$ cat src/design/lclc_pkg.sv
package lclc_pkg;

  // ---------------------------------------------------------------
  // register port
  // ---------------------------------------------------------------
  localparam int REG_AW = 4;
  localparam int REG_DW = 8;
  localparam logic [REG_AW-1:0] ADDR_LOOP = 4'h0;
  localparam logic [REG_AW-1:0] ADDR_PATTERN_DETECT = 4'h1;
  localparam logic [REG_AW-1:0] ADDR_FIRST_STATUS = 4'h2;

  // loop register field positions
  localparam int LOOP_ANALOG_BIT = 0;
  localparam int LOOP_REMOTE_BIT = 1;
  localparam int LOOP_DIGITAL_BIT = 2;
  localparam int LOOP_AUTO_BIT = 3;
  localparam int LOOP_W = 4;
  localparam logic [LOOP_W-1:0] LOOP_RESET = 4'h0;

  // pattern detect register field positions
  localparam int PD_PLACEMENT_BIT = 3;
  localparam logic PD_PLACEMENT_RESET = 1'b0;
  localparam logic PLACE_RECEIVE = 1'b0;
  localparam logic PLACE_TRANSMIT = 1'b1;

  // first status register field positions
  localparam int STAT_AUTO_BIT = 7;
  localparam int STAT_ANALOG_BIT = 0;
  localparam int STAT_REMOTE_BIT = 1;
  localparam int STAT_DIGITAL_BIT = 2;

  // ---------------------------------------------------------------
  // timing
  // ---------------------------------------------------------------
  localparam real SYS_CLK_HZ = 125000000.0;
  localparam real PERSIST_TIME_S = 5.1;
  localparam int TIMER_W = 30;
  localparam logic [TIMER_W-1:0] PERSIST_CYCLES = TIMER_W'(longint'($ceil(PERSIST_TIME_S * SYS_CLK_HZ)));

  // ---------------------------------------------------------------
  // synchroniser bit positions
  // ---------------------------------------------------------------
  localparam int SYNC_W = 11;
  localparam int SY_LINE_CLK = 0;
  localparam int SY_RX_LINE = 1;
  localparam int SY_RX_JA = 2;
  localparam int SY_TX_SYS = 3;
  localparam int SY_TX_JA = 4;
  localparam int SY_RX_PAT = 5;
  localparam int SY_TX_PAT = 6;
  localparam int SY_RX_ACT = 7;
  localparam int SY_RX_DEACT = 8;
  localparam int SY_TX_ACT = 9;
  localparam int SY_TX_DEACT = 10;
  localparam logic [SYNC_W-1:0] SYNC_RESET = 11'h000;

  // alarm indication signal is all ones
  localparam logic AIS_BIT = 1'b1;

  // automatic loopback state, gray along off -> on
  typedef enum logic [1:0]
  {
    AUTO_OFF = 2'b00,
    AUTO_ON = 2'b01
  } lclc_auto_e;

endpackage

$ cat src/design/lclc_sync.sv
module lclc_sync
  import lclc_pkg::*;
(
  input wire logic sys_clk,
  input wire logic reset_n,
  input wire logic [SYNC_W-1:0] async_in,
  output logic [SYNC_W-1:0] sync_out
);

  typedef struct packed
  {
    logic [SYNC_W-1:0] meta;
    logic [SYNC_W-1:0] stable;
  } lclc_sync_s;

  lclc_sync_s st_q;
  lclc_sync_s st_d;

  // two flops per bit, first stage read only by the second
  genvar gi;
  generate
    for (gi = 0; gi < SYNC_W; gi++)
    begin : g_bit
      always_comb
      begin
        st_d.meta[gi] = async_in[gi];
        st_d.stable[gi] = st_q.meta[gi];
      end
    end
  endgenerate

  // register stage
  always_ff @(posedge sys_clk or negedge reset_n)
  begin
    if (!reset_n)
    begin
      st_q <= {SYNC_RESET, SYNC_RESET};
    end
    else
    begin
      st_q <= st_d;
    end
  end

  assign sync_out = st_q.stable;

endmodule

$ cat src/design/lclc_persist_timer.sv
module lclc_persist_timer
  import lclc_pkg::*;
#(
  parameter logic [TIMER_W-1:0] LIMIT = PERSIST_CYCLES
)
(
  input wire logic sys_clk,
  input wire logic reset_n,
  input wire logic condition,
  output logic expired
);

  typedef struct packed
  {
    logic [TIMER_W-1:0] count;
  } lclc_timer_s;

  lclc_timer_s st_q;
  lclc_timer_s st_d;

  // count while the condition holds, saturate at the limit, restart on a gap
  always_comb
  begin
    st_d = st_q;
    if (!condition)
    begin
      st_d.count = '0;
    end
    else if (st_q.count != LIMIT)
    begin
      st_d.count = st_q.count + TIMER_W'(1);
    end
  end

  always_ff @(posedge sys_clk or negedge reset_n)
  begin
    if (!reset_n)
    begin
      st_q <= '0;
    end
    else
    begin
      st_q <= st_d;
    end
  end

  // held for more than the limit
  assign expired = condition && (st_q.count == LIMIT);

endmodule

$ cat src/design/lclc_top.sv
// Contract
// - analog loop bit b0 loops the outgoing line stream into the receive input
// - in analog loop the line keeps being driven; line receive data replaced
// - analog loop forces remote and digital loopback off
// - analog loop: rx pattern beats looped data; AIS generation off both paths
// - manual remote bit b1 enables remote loopback
// - auto remote armed only with receive placement and auto enable b3 set
// - auto remote enters after activate code over 5.1 s, leaves on deactivate
// - clearing auto enable ends an automatic loopback at once
// - status b7 shows automatic loopback active
// - remote loop: jitter attenuated rx data feeds shaper; system input ignored
// - remote loop: transmit detectors keep watching system input
// - remote loop: rx pattern beats AIS; tx pattern beats looped; tx AIS off
// - manual digital bit b2 enables digital loopback
// - transmit placement plus auto enable: digital loop by 5.1 s codes
// - digital loop: tx attenuator output to decoder; line still monitored for alarms
// - digital loop: rx pattern over loop; tx pattern over data; AIS off both paths
// - dual is manual remote with any digital; no auto remote under digital
// - dual: line data to shaper only, system data to decoder only
// - dual: rx error detectors watch looped data, alarm detectors watch line
// - manual dual: rx pattern over loop, remote loop over tx pattern, AIS off
// - auto digital dual: rx pattern over loop; AIS and tx pattern off
module lclc_top
  import lclc_pkg::*;
#(
  parameter logic [TIMER_W-1:0] PERSIST_LIMIT = PERSIST_CYCLES
)
(
  input wire logic sys_clk,
  input wire logic reset_n,
  // register port
  input wire logic [REG_AW-1:0] reg_addr,
  input wire logic [REG_DW-1:0] reg_wdata,
  input wire logic reg_write,
  input wire logic reg_read,
  output logic [REG_DW-1:0] reg_rdata,
  // line clock and streams, all asynchronous
  input wire logic line_clk,
  input wire logic rx_line_data,
  input wire logic rx_jitter_data,
  input wire logic tx_system_data,
  input wire logic tx_jitter_data,
  input wire logic rx_pattern_bit,
  input wire logic tx_pattern_bit,
  input wire logic rx_activate_code,
  input wire logic rx_deactivate_code,
  input wire logic tx_activate_code,
  input wire logic tx_deactivate_code,
  // generator enables from local logic
  input wire logic rx_pattern_enable,
  input wire logic tx_pattern_enable,
  input wire logic rx_ais_enable,
  input wire logic tx_ais_enable,
  // data paths
  output logic tx_shaper_data,
  output logic tx_line_drive_enable,
  output logic rx_decoder_data,
  output logic rx_error_detect_data,
  output logic rx_alarm_detect_data,
  output logic tx_detect_data,
  output logic tx_clock_ignored,
  // mode view
  output logic analog_loop_active,
  output logic remote_loop_active,
  output logic digital_loop_active,
  output logic automatic_loop_status
);

  // ---------------------------------------------------------------
  // state
  // ---------------------------------------------------------------
  typedef struct packed
  {
    logic [LOOP_W-1:0] loop;
    logic placement;
    lclc_auto_e auto_st;
    logic auto_kind;
    logic line_clk_prev;
    logic analog;
    logic remote;
    logic digital;
    logic tx_shaper;
    logic rx_decoder;
    logic rx_err_det;
    logic rx_alarm_det;
    logic tx_det;
    logic [REG_DW-1:0] rdata;
  } lclc_state_s;

  lclc_state_s st_q;
  lclc_state_s st_d;

  logic [SYNC_W-1:0] async_bus;
  logic [SYNC_W-1:0] sy;
  logic act_seen;
  logic deact_seen;
  logic act_cond;
  logic deact_cond;
  logic act_fired;
  logic deact_fired;
  logic auto_en;
  logic armed;

  // address match shared by write and read decode
  function automatic logic addr_hit(input logic [REG_AW-1:0] a, input logic [REG_AW-1:0] target);
    addr_hit = (a == target);
  endfunction

  // ---------------------------------------------------------------
  // input synchronisation
  // ---------------------------------------------------------------
  always_comb
  begin
    async_bus = '0;
    async_bus[SY_LINE_CLK] = line_clk;
    async_bus[SY_RX_LINE] = rx_line_data;
    async_bus[SY_RX_JA] = rx_jitter_data;
    async_bus[SY_TX_SYS] = tx_system_data;
    async_bus[SY_TX_JA] = tx_jitter_data;
    async_bus[SY_RX_PAT] = rx_pattern_bit;
    async_bus[SY_TX_PAT] = tx_pattern_bit;
    async_bus[SY_RX_ACT] = rx_activate_code;
    async_bus[SY_RX_DEACT] = rx_deactivate_code;
    async_bus[SY_TX_ACT] = tx_activate_code;
    async_bus[SY_TX_DEACT] = tx_deactivate_code;
  end

  lclc_sync u_sync
  (
    .sys_clk(sys_clk),
    .reset_n(reset_n),
    .async_in(async_bus),
    .sync_out(sy)
  );

  // ---------------------------------------------------------------
  // inband code persistence
  // ---------------------------------------------------------------
  // code source follows detector placement
  always_comb
  begin
    auto_en = st_q.loop[LOOP_AUTO_BIT];
    act_seen = (st_q.placement == PLACE_TRANSMIT) ? sy[SY_TX_ACT] : sy[SY_RX_ACT];
    deact_seen = (st_q.placement == PLACE_TRANSMIT) ? sy[SY_TX_DEACT] : sy[SY_RX_DEACT];
    // receive placement also needs the manual digital loop off; transmit placement always armed
    armed = auto_en && ((st_q.placement == PLACE_TRANSMIT) || !st_q.loop[LOOP_DIGITAL_BIT]);
    act_cond = armed && (st_q.auto_st == AUTO_OFF) && act_seen;
    deact_cond = auto_en && (st_q.auto_st == AUTO_ON) && deact_seen;
  end

  lclc_persist_timer #(.LIMIT(PERSIST_LIMIT)) u_act_timer
  (
    .sys_clk(sys_clk),
    .reset_n(reset_n),
    .condition(act_cond),
    .expired(act_fired)
  );

  lclc_persist_timer #(.LIMIT(PERSIST_LIMIT)) u_deact_timer
  (
    .sys_clk(sys_clk),
    .reset_n(reset_n),
    .condition(deact_cond),
    .expired(deact_fired)
  );

  // ---------------------------------------------------------------
  // next state
  // ---------------------------------------------------------------
  always_comb
  begin
    logic line_edge;
    logic nx_analog;
    logic nx_remote;
    logic nx_digital;
    logic auto_remote;
    logic auto_digital;
    logic looped_src;
    logic tx_bit;
    logic rx_bit;
    logic rx_ais_ok;
    line_edge = 1'b0;
    nx_analog = 1'b0;
    nx_remote = 1'b0;
    nx_digital = 1'b0;
    auto_remote = 1'b0;
    auto_digital = 1'b0;
    looped_src = 1'b0;
    tx_bit = 1'b0;
    rx_bit = 1'b0;
    rx_ais_ok = 1'b0;
    st_d = st_q;

    // register writes
    if (reg_write && addr_hit(reg_addr, ADDR_LOOP))
    begin
      st_d.loop = reg_wdata[LOOP_W-1:0];
    end
    if (reg_write && addr_hit(reg_addr, ADDR_PATTERN_DETECT))
    begin
      st_d.placement = reg_wdata[PD_PLACEMENT_BIT];
    end

    // automatic loopback sequencing
    case (st_q.auto_st)
      AUTO_OFF:
      begin
        if (act_fired)
        begin
          st_d.auto_st = AUTO_ON;
          st_d.auto_kind = st_q.placement;
        end
      end
      AUTO_ON:
      begin
        if (deact_fired)
        begin
          st_d.auto_st = AUTO_OFF;
        end
        if ((st_q.auto_kind == PLACE_RECEIVE) && st_q.loop[LOOP_DIGITAL_BIT])
        begin
          st_d.auto_st = AUTO_OFF;
        end
      end
      default:
      begin
        st_d.auto_st = AUTO_OFF;
      end
    endcase
    // auto enable cleared, by write or already low, ends it at once
    if (!st_d.loop[LOOP_AUTO_BIT])
    begin
      st_d.auto_st = AUTO_OFF;
    end

    // effective modes
    auto_remote = (st_q.auto_st == AUTO_ON) && (st_q.auto_kind == PLACE_RECEIVE);
    auto_digital = (st_q.auto_st == AUTO_ON) && (st_q.auto_kind == PLACE_TRANSMIT);
    nx_analog = st_q.loop[LOOP_ANALOG_BIT];
    nx_remote = !nx_analog && (st_q.loop[LOOP_REMOTE_BIT] || auto_remote);
    nx_digital = !nx_analog && (st_q.loop[LOOP_DIGITAL_BIT] || auto_digital);

    // transmit path toward the waveform shaper
    if (nx_remote && nx_digital)
    begin
      tx_bit = sy[SY_RX_JA];
    end
    else if (nx_remote)
    begin
      tx_bit = tx_pattern_enable ? sy[SY_TX_PAT] : sy[SY_RX_JA];
    end
    else if (nx_digital || nx_analog)
    begin
      tx_bit = tx_pattern_enable ? sy[SY_TX_PAT] : sy[SY_TX_JA];
    end
    else if (tx_pattern_enable)
    begin
      tx_bit = sy[SY_TX_PAT];
    end
    else if (tx_ais_enable)
    begin
      tx_bit = AIS_BIT;
    end
    else
    begin
      tx_bit = sy[SY_TX_JA];
    end

    // receive path source toward the decoder
    if (nx_analog)
    begin
      looped_src = st_q.tx_shaper;
    end
    else if (nx_digital)
    begin
      looped_src = sy[SY_TX_JA];
    end
    else
    begin
      looped_src = sy[SY_RX_LINE];
    end
    rx_ais_ok = !nx_analog && !nx_digital;
    if (rx_pattern_enable)
    begin
      rx_bit = sy[SY_RX_PAT];
    end
    else if (rx_ais_ok && rx_ais_enable)
    begin
      rx_bit = AIS_BIT;
    end
    else
    begin
      rx_bit = looped_src;
    end

    // everything on the streams moves only on a line clock rising edge
    st_d.line_clk_prev = sy[SY_LINE_CLK];
    line_edge = sy[SY_LINE_CLK] && !st_q.line_clk_prev;
    if (line_edge)
    begin
      st_d.analog = nx_analog;
      st_d.remote = nx_remote;
      st_d.digital = nx_digital;
      st_d.tx_shaper = tx_bit;
      st_d.rx_decoder = rx_bit;
      st_d.rx_err_det = looped_src;
      st_d.rx_alarm_det = nx_analog ? st_q.tx_shaper : sy[SY_RX_LINE];
      st_d.tx_det = sy[SY_TX_SYS];
    end

    // read data stand in the cycle after the strobe only
    st_d.rdata = '0;
    if (reg_read && addr_hit(reg_addr, ADDR_LOOP))
    begin
      st_d.rdata[LOOP_W-1:0] = st_q.loop;
    end
    else if (reg_read && addr_hit(reg_addr, ADDR_PATTERN_DETECT))
    begin
      st_d.rdata[PD_PLACEMENT_BIT] = st_q.placement;
    end
    else if (reg_read && addr_hit(reg_addr, ADDR_FIRST_STATUS))
    begin
      st_d.rdata[STAT_AUTO_BIT] = (st_q.auto_st == AUTO_ON);
      st_d.rdata[STAT_ANALOG_BIT] = st_q.analog;
      st_d.rdata[STAT_REMOTE_BIT] = st_q.remote;
      st_d.rdata[STAT_DIGITAL_BIT] = st_q.digital;
    end
  end

  // ---------------------------------------------------------------
  // state register
  // ---------------------------------------------------------------
  always_ff @(posedge sys_clk or negedge reset_n)
  begin
    if (!reset_n)
    begin
      st_q <= '{loop: LOOP_RESET, placement: PD_PLACEMENT_RESET, auto_st: AUTO_OFF, auto_kind: PLACE_RECEIVE,
                default: '0};
    end
    else
    begin
      st_q <= st_d;
    end
  end

  // ---------------------------------------------------------------
  // outputs
  // ---------------------------------------------------------------
  // the line is driven in every mode, analog loop included
  assign tx_line_drive_enable = 1'b1;
  assign tx_shaper_data = st_q.tx_shaper;
  assign rx_decoder_data = st_q.rx_decoder;
  assign rx_error_detect_data = st_q.rx_err_det;
  assign rx_alarm_detect_data = st_q.rx_alarm_det;
  assign tx_detect_data = st_q.tx_det;
  assign tx_clock_ignored = st_q.remote;
  assign analog_loop_active = st_q.analog;
  assign remote_loop_active = st_q.remote;
  assign digital_loop_active = st_q.digital;
  assign automatic_loop_status = (st_q.auto_st == AUTO_ON);
  assign reg_rdata = st_q.rdata;

endmodule

$ cat config.mk
export PLATFORM = sky130hd
export DESIGN_NAME = lclc_top
export DESIGN_NICKNAME = d
export VERILOG_FILES = /design/src/design/lclc_pkg.sv /design/src/design/lclc_sync.sv /design/src/design/lclc_persist_timer.sv /design/src/design/lclc_top.sv
export SDC_FILE = /design/constraint.sdc
export NUM_CORES = 1
export LEC_CHECK = 0
export ABC_CLOCK_PERIOD_IN_PS = 2280
export BUFFER_PORTS_ARGS = -buffer_cell sky130_fd_sc_hd__buf_2
export CELL_PAD_IN_SITES_DETAIL_PLACEMENT = 1
export CELL_PAD_IN_SITES_GLOBAL_PLACEMENT = 1
export CORE_ASPECT_RATIO = 1.75
export CORE_UTILIZATION = 43
export CTS_BUF_LIST = sky130_fd_sc_hd__clkbuf_8
export CTS_CLUSTER_DIAMETER = 200
export CTS_CLUSTER_SIZE = 25
export DETAILED_ROUTE_END_ITERATION = 16
export MAX_ROUTING_LAYER = met4
export PLACE_DENSITY = 0.78
export REMOVE_ABC_BUFFERS = 1
export SETUP_SLACK_MARGIN = 0.3
export SLEW_MARGIN = 20
export SYNTH_ARGS = -nofsm -noshare
export SYNTH_HDL_FRONTEND = slang
export SYNTH_SLANG_ARGS = --single-unit
$ cat constraint.sdc
create_clock -name sys_clk -period 2.28 [get_ports sys_clk]
set_clock_uncertainty 0.15 [all_clocks]
set_input_delay 0.456 -clock sys_clk [delete_from_list [all_inputs] [get_ports sys_clk]]
set_output_delay 0.456 -clock sys_clk [all_outputs]
set_load 0.005 [all_outputs]
Word level (Yosys, flattened, before mapping)
Cells that the tools add are included.
{ "op_classes": {"reduce_logical": 33, "add_sub_neg": 2, "mux": 31, "eq_ne": 11, "bitwise": 1} }
{ "op_table": {"columns": ["op", "n"], "rows": [
  ["30-bit two-way mux", 4],
  ["30-bit by 1-bit adder with 30-bit output, second input constant", 2],
  ["30-bit equality test, second input constant", 2],
  ["30-bit inequality test, second input constant", 2],
  ["1-bit logical AND", 21],
  ["1-bit two-way mux", 18],
  ["3-bit two-way mux", 3],
  ["4-bit two-way mux", 2],
  ["2-bit two-way mux", 3],
  ["4-bit by 1-bit equality test with 1-bit output, second input constant", 1],
  ["4-bit by 2-bit equality test with 1-bit output, second input constant", 1],
  ["1-bit zero test", 4],
  ["4-bit zero test", 1],
  ["1-bit logical OR", 4],
  ["2-bit inequality test, second input constant", 2],
  ["4-bit by 2-bit inequality test with 1-bit output, second input constant", 1],
  ["2-bit case mux with 2 select lines", 1],
  ["2-bit AND reduction", 2],
  ["3-bit inequality test, second input constant", 1],
  ["2-bit by 1-bit equality test with 1-bit output, second input constant", 1],
  ["2-bit zero test", 1],
  ["1-bit NOT", 1]
]} }
{ "word_totals": {"register_bits": 104} }

Logic depth before layout (Yosys ltp)
{ "logic_depth": {"depth_word": 9, "mapped_depth": 7, "depth_no_buf": 6} }

Hierarchy
A second synthesis with hierarchy kept.
{ "hier_totals": {"cells_unflattened": 486, "hier_area_um2": 5023.6} }
{ "by_module_without_submodules": {"columns": ["mod", "area_each_um2", "cells_per_inst", "n_inst"], "rows": [
  ["lclc_persist_timer at u_act_timer", 1720.4, 179, 1],
  ["lclc_persist_timer at u_deact_timer", 1685.4, 182, 1],
  ["lclc_top", 1067.3, 103, 1],
  ["lclc_sync", 550.5, 22, 1]
]} }

Worst setup path after synthesis
OpenSTA, ideal clock, no wires.
{ "synth_path": {"kind": "in2reg", "startpoint": "input port reg_addr[1]", "endpoint": "register st_q[21] (netlist name)", "required_time_ns": 2.005, "slack_ns": 0.122, "arrival_ns": 1.884, "path_stages": 4, "path_cell_list": "clkbuf_1 or4b_2 nor2_1 mux2_2"} }
{ "synth_between": {"elab_chain_cells": 2} }
{ "synth_lines": {"columns": ["element", "line_no", "text"], "rows": [
  ["from (decl)", "lclc_top.sv:32", "input wire logic [REG_AW-1:0] reg_addr,"],
  ["4-bit zero test", "lclc_top.sv:106", "addr_hit = (a == target);"],
  ["1-bit logical AND", "lclc_top.sv:195", "if (reg_write && addr_hit(reg_addr, ADDR_LOOP))"],
  ["to (signal assigned)", "lclc_top.sv:337", "st_q <= '{loop: LOOP_RESET, placement: PD_PLACEMENT_RESET, auto_st: AUTO_OFF, auto_kind: PLACE_RECEIVE,"],
  ["to (signal assigned)", "lclc_top.sv:342", "st_q <= st_d;"],
  ["to (decl)", "lclc_top.sv:90", "lclc_state_s st_q;"]
]} }
Every way passes these cells.
A chain may end at the register's enable or synchronous reset.

Worst setup path in the final report
{ "layout_path": {"startpoint": "register u_act_timer.st_q[25] (netlist name)", "endpoint": "register st_q[17] (netlist name)"} }
{ "layout_between": {"elab_chain_cells": 3} }
{ "layout_lines": {"columns": ["element", "line_no", "text"], "rows": [
  ["from (decl)", "lclc_persist_timer.sv:18", "lclc_timer_s st_q;"],
  ["from (signal assigned)", "lclc_persist_timer.sv:43", "st_q <= st_d;"],
  ["30-bit equality test", "lclc_persist_timer.sv:48", "assign expired = condition && (st_q.count == LIMIT);"],
  ["1-bit logical AND", "lclc_persist_timer.sv:48", null],
  ["2-bit AND reduction (no line)", null, null]
]} }
Every way passes these cells.

==> impl_metrics.toml <==
[power]
p_total_uw = 3521
ir_drop_v = 0.0005359
leakagePower_uw = 0.002613
power_density_mw_per_mm2 = 558.9

[setup_path]
crit_end = "st_q[17]"
rrSetupSlack_ns = 0.20
timing.rr.start = "u_act_timer.st_q[25]"
start_kind = "flip-flop"
timing.critical_path.from = "u_act_timer.st_q[25]"
cp.arrival_ns = 2.20
end_kind = "flip-flop"
rr_endpoint = "st_q[17]"
rr_worst_depth = 5
cp.required_ns = 2.40
path_max_fanout = 5
crit_type = "flip-flop to flip-flop"

[cts]
clock_latency_ns = 0.39
cts.sinks = 103
cts_tree = "built"
htree_levels = 3
cts_buffers = 9
clockBufferDepth = 2
cts_root_buf = "clkbuf_8"
clk_pin_slew_ns = 0.12

[floorplan]
pin_count = 50
fp-row-count = 51
fp.dieH_um = 144.2
die_x_um = 83.27
die_area_mm2 = 0.01201
fp.coreArea_mm2 = 0.01117
start_util_pct = 44.50

[timing]
fmax_mhz = 480.1
worstMarginPinSlew_ns = 0.6595
slew_headroom_pct = 55.63
setup_violations = 0
rsz0062_at_grt = "yes"
finalHoldViolCount = 0
post-route-min-period_ns = 2.083
slew_viol_final = 0
timing.final.crit_share_pct = 91.36
tns_ns = 0

[logic_synthesis]
synth-edff-count = 0
synth.yosys.seq_area_share_pct = 51.86
ys.warnings.count = 0
syn_area_per_cell_um2 = 10.02
synthFlopType = "dfrtp_1"
synth_cell_types = 47
syn_area_mm2 = 0.004970
syn_inst = 496
ys_ff_latch = 103
async_reset_ff_share_pct = 100.0

[min_path]
hold_path.class = "primary input to flip-flop"

[detailed_routing]
drt_wl_total_um = 14360
drcViolationCount = 0
vias_per_cell = 5.910
post_drt_wl_per_cell_um = 19.57
drt-initial-drc-count = 147
via_count = 4338
dr.pass1.iters = 4
ant_nets = 0

[cells_and_area]
area_growth_pct = 26.76
layout_commonest_cell = "dfrtp_1"
final_cell_mix = "dfrtp_1, buf_4, buf_2"
final_layout_size_suffix_gt1_share_pct = 32.39
nFillCells = 1235
final_nets = 632
num_antenna_cells = 0

[placement]
gp_congestion = 0.8245
dp_hpwl_um = 9011
io_buffers = 41

[grt]
gr-total-overflow = 0
antenna_found_initial = 0
grt_max_degree = 36
grt_pass1_vias = 4499
track_usage_pct = 23.34
grt_pass1_wl_um = 21740

[flow_run]
drv_cap = 0

[outcome]
outcome = "completed"
## state kept, by name (all words and copies together), names as in the netlist
name and count:
u_act_timer.st_q 30, u_deact_timer.st_q 30, u_sync.st_d 11, u_sync.sync_out 11
st_q 7, reg_rdata 5, analog_loop_active 1, auto_en 1
digital_loop_active 1, remote_loop_active 1, rx_alarm_detect_data 1, rx_decoder_data 1
rx_error_detect_data 1, tx_detect_data 1, tx_shaper_data 1
## critical path: stages, from the launching register on
cell     delay [ns]
dfrtp_1        0.48
nor4_1         0.49
nand4_1        0.18
buf_4          0.20
nor3_4         0.13
mux2_2         0.35
## routing by layer
layer | vias to the layer above | GRT usage [%] | wire [um]
met2 | 71 | 44.13 | 8360
met5 | - | - | 0
li1 | 2007 | - | -
met3 | 37 | 3.139 | 232
met4 | 0 | 11.07 | 472
met1 | 2223 | 23.61 | 5299
## power by group
part,switching [uW],total (uW),internal (uW)
registers,66.1,1970,1900
clock network,763,1210,451
logic,194,340,146
## cell usage after synthesis (all sizes together), types with 2 or more instances
master | n | area share, %
dfrtp | 103 | 52
buf | 18 | 2.4
ha | 4 | 1.0
nand4 | 21 | 2.9
xnor2 | 9 | 1.6
o21ai | 16 | 1.6
nand3 | 27 | 2.7
mux2i | 11 | 2.2
mux2 | 4 | 0.91
inv | 15 | 1.1
o21a | 5 | 0.76
nor2b | 2 | 0.25
a21o | 2 | 0.30
nor4 | 7 | 0.88
and3 | 3 | 0.38
a21oi | 36 | 3.6
nor3 | 13 | 1.3
or3 | 8 | 1.0
o31ai | 26 | 3.9
conb | 2 | 0.15
and4 | 11 | 2.0
or4 | 25 | 3.8
or3b | 2 | 0.35
a211oi | 2 | 0.30
nand2b | 4 | 0.50
nand2 | 40 | 3.0
nor2 | 30 | 2.3
nor4bb | 4 | 0.81
nor4b | 2 | 0.35
xor2 | 12 | 2.1
clkbuf | 17 | 1.3
and2 | 6 | 0.76
## how the worst min path moves through the flow
stage / startpoint / to / slack [ns] / depth (start not counted)
floorplan: reset_n / analog_loop_active / 0.01 / 0
global placement: u_sync.st_d[5] / u_sync.sync_out[5] / 0.18 / 0
detailed placement: u_sync.st_d[10] / u_sync.sync_out[10] / 0.19 / 0
CTS: tx_jitter_data / u_sync.st_d[4] / 0.006 / 1
global route: tx_jitter_data / u_sync.st_d[4] / 0.004 / 1
finish: tx_jitter_data / u_sync.st_d[4] / 0.02 / 1
## cell families after synthesis
family                     after synthesis  synth area share (%)
other                                    2                0.1511
DFF                                    103                 51.86
muxes                                   15                 3.122
xor gates and xnor gates                21                 3.701
adders and majority gates                4                 1.007
AOI/OAI and AO/OA                       91                 11.25
and+or+nand+nor                        210                 24.12
buffers and inverters                   50                 4.783
## repair_timing
action	4_1_cts	5_1_grt
buffers inserted	20	24
hold endpoints to repair	33	0
pin swaps	10	22
endpoints found under the setup margin	30	43
hold buffers	5	0
resized for setup	23	48
cloned	0	3
## cell type report
| cell class | instances | area (um^2) | share of cell area, % |
|---|---|---|---|
| clock buffers | 9 | 123.9 | 1.966 |
| clock inverters | 7 | 98.84 | 1.569 |
| inverters | 15 | 56.30 | 0.8937 |
| multi-input cells | 345 | 2364 | 37.52 |
| flip-flops and latches | 103 | 2585 | 41.03 |
| well taps | 132 | 165.2 | 2.622 |
| repair buffers | 123 | 907.1 | 14.40 |
## through the flow
stage | instance area, um^2 | setup WS [ns] | util, % | hold slack (ns) | std cells
after floorplan | 4796 | 0.06952 | - | 0.01041 | 463
after detailed placement | 5419 | 0.02930 | 48.53 | 0.1863 | 666
after global placement | 5419 | 0.1338 | 48.53 | 0.1816 | 666
after global routing | 6300 | 0.1556 | 56.41 | 0.004346 | 734
after CTS | 5933 | 0.2496 | 53.13 | 0.005542 | 707
final | 6300 | 0.1970 | 56.41 | 0.01878 | 734
Note: power is estimated with default switching activity, not from simulation.
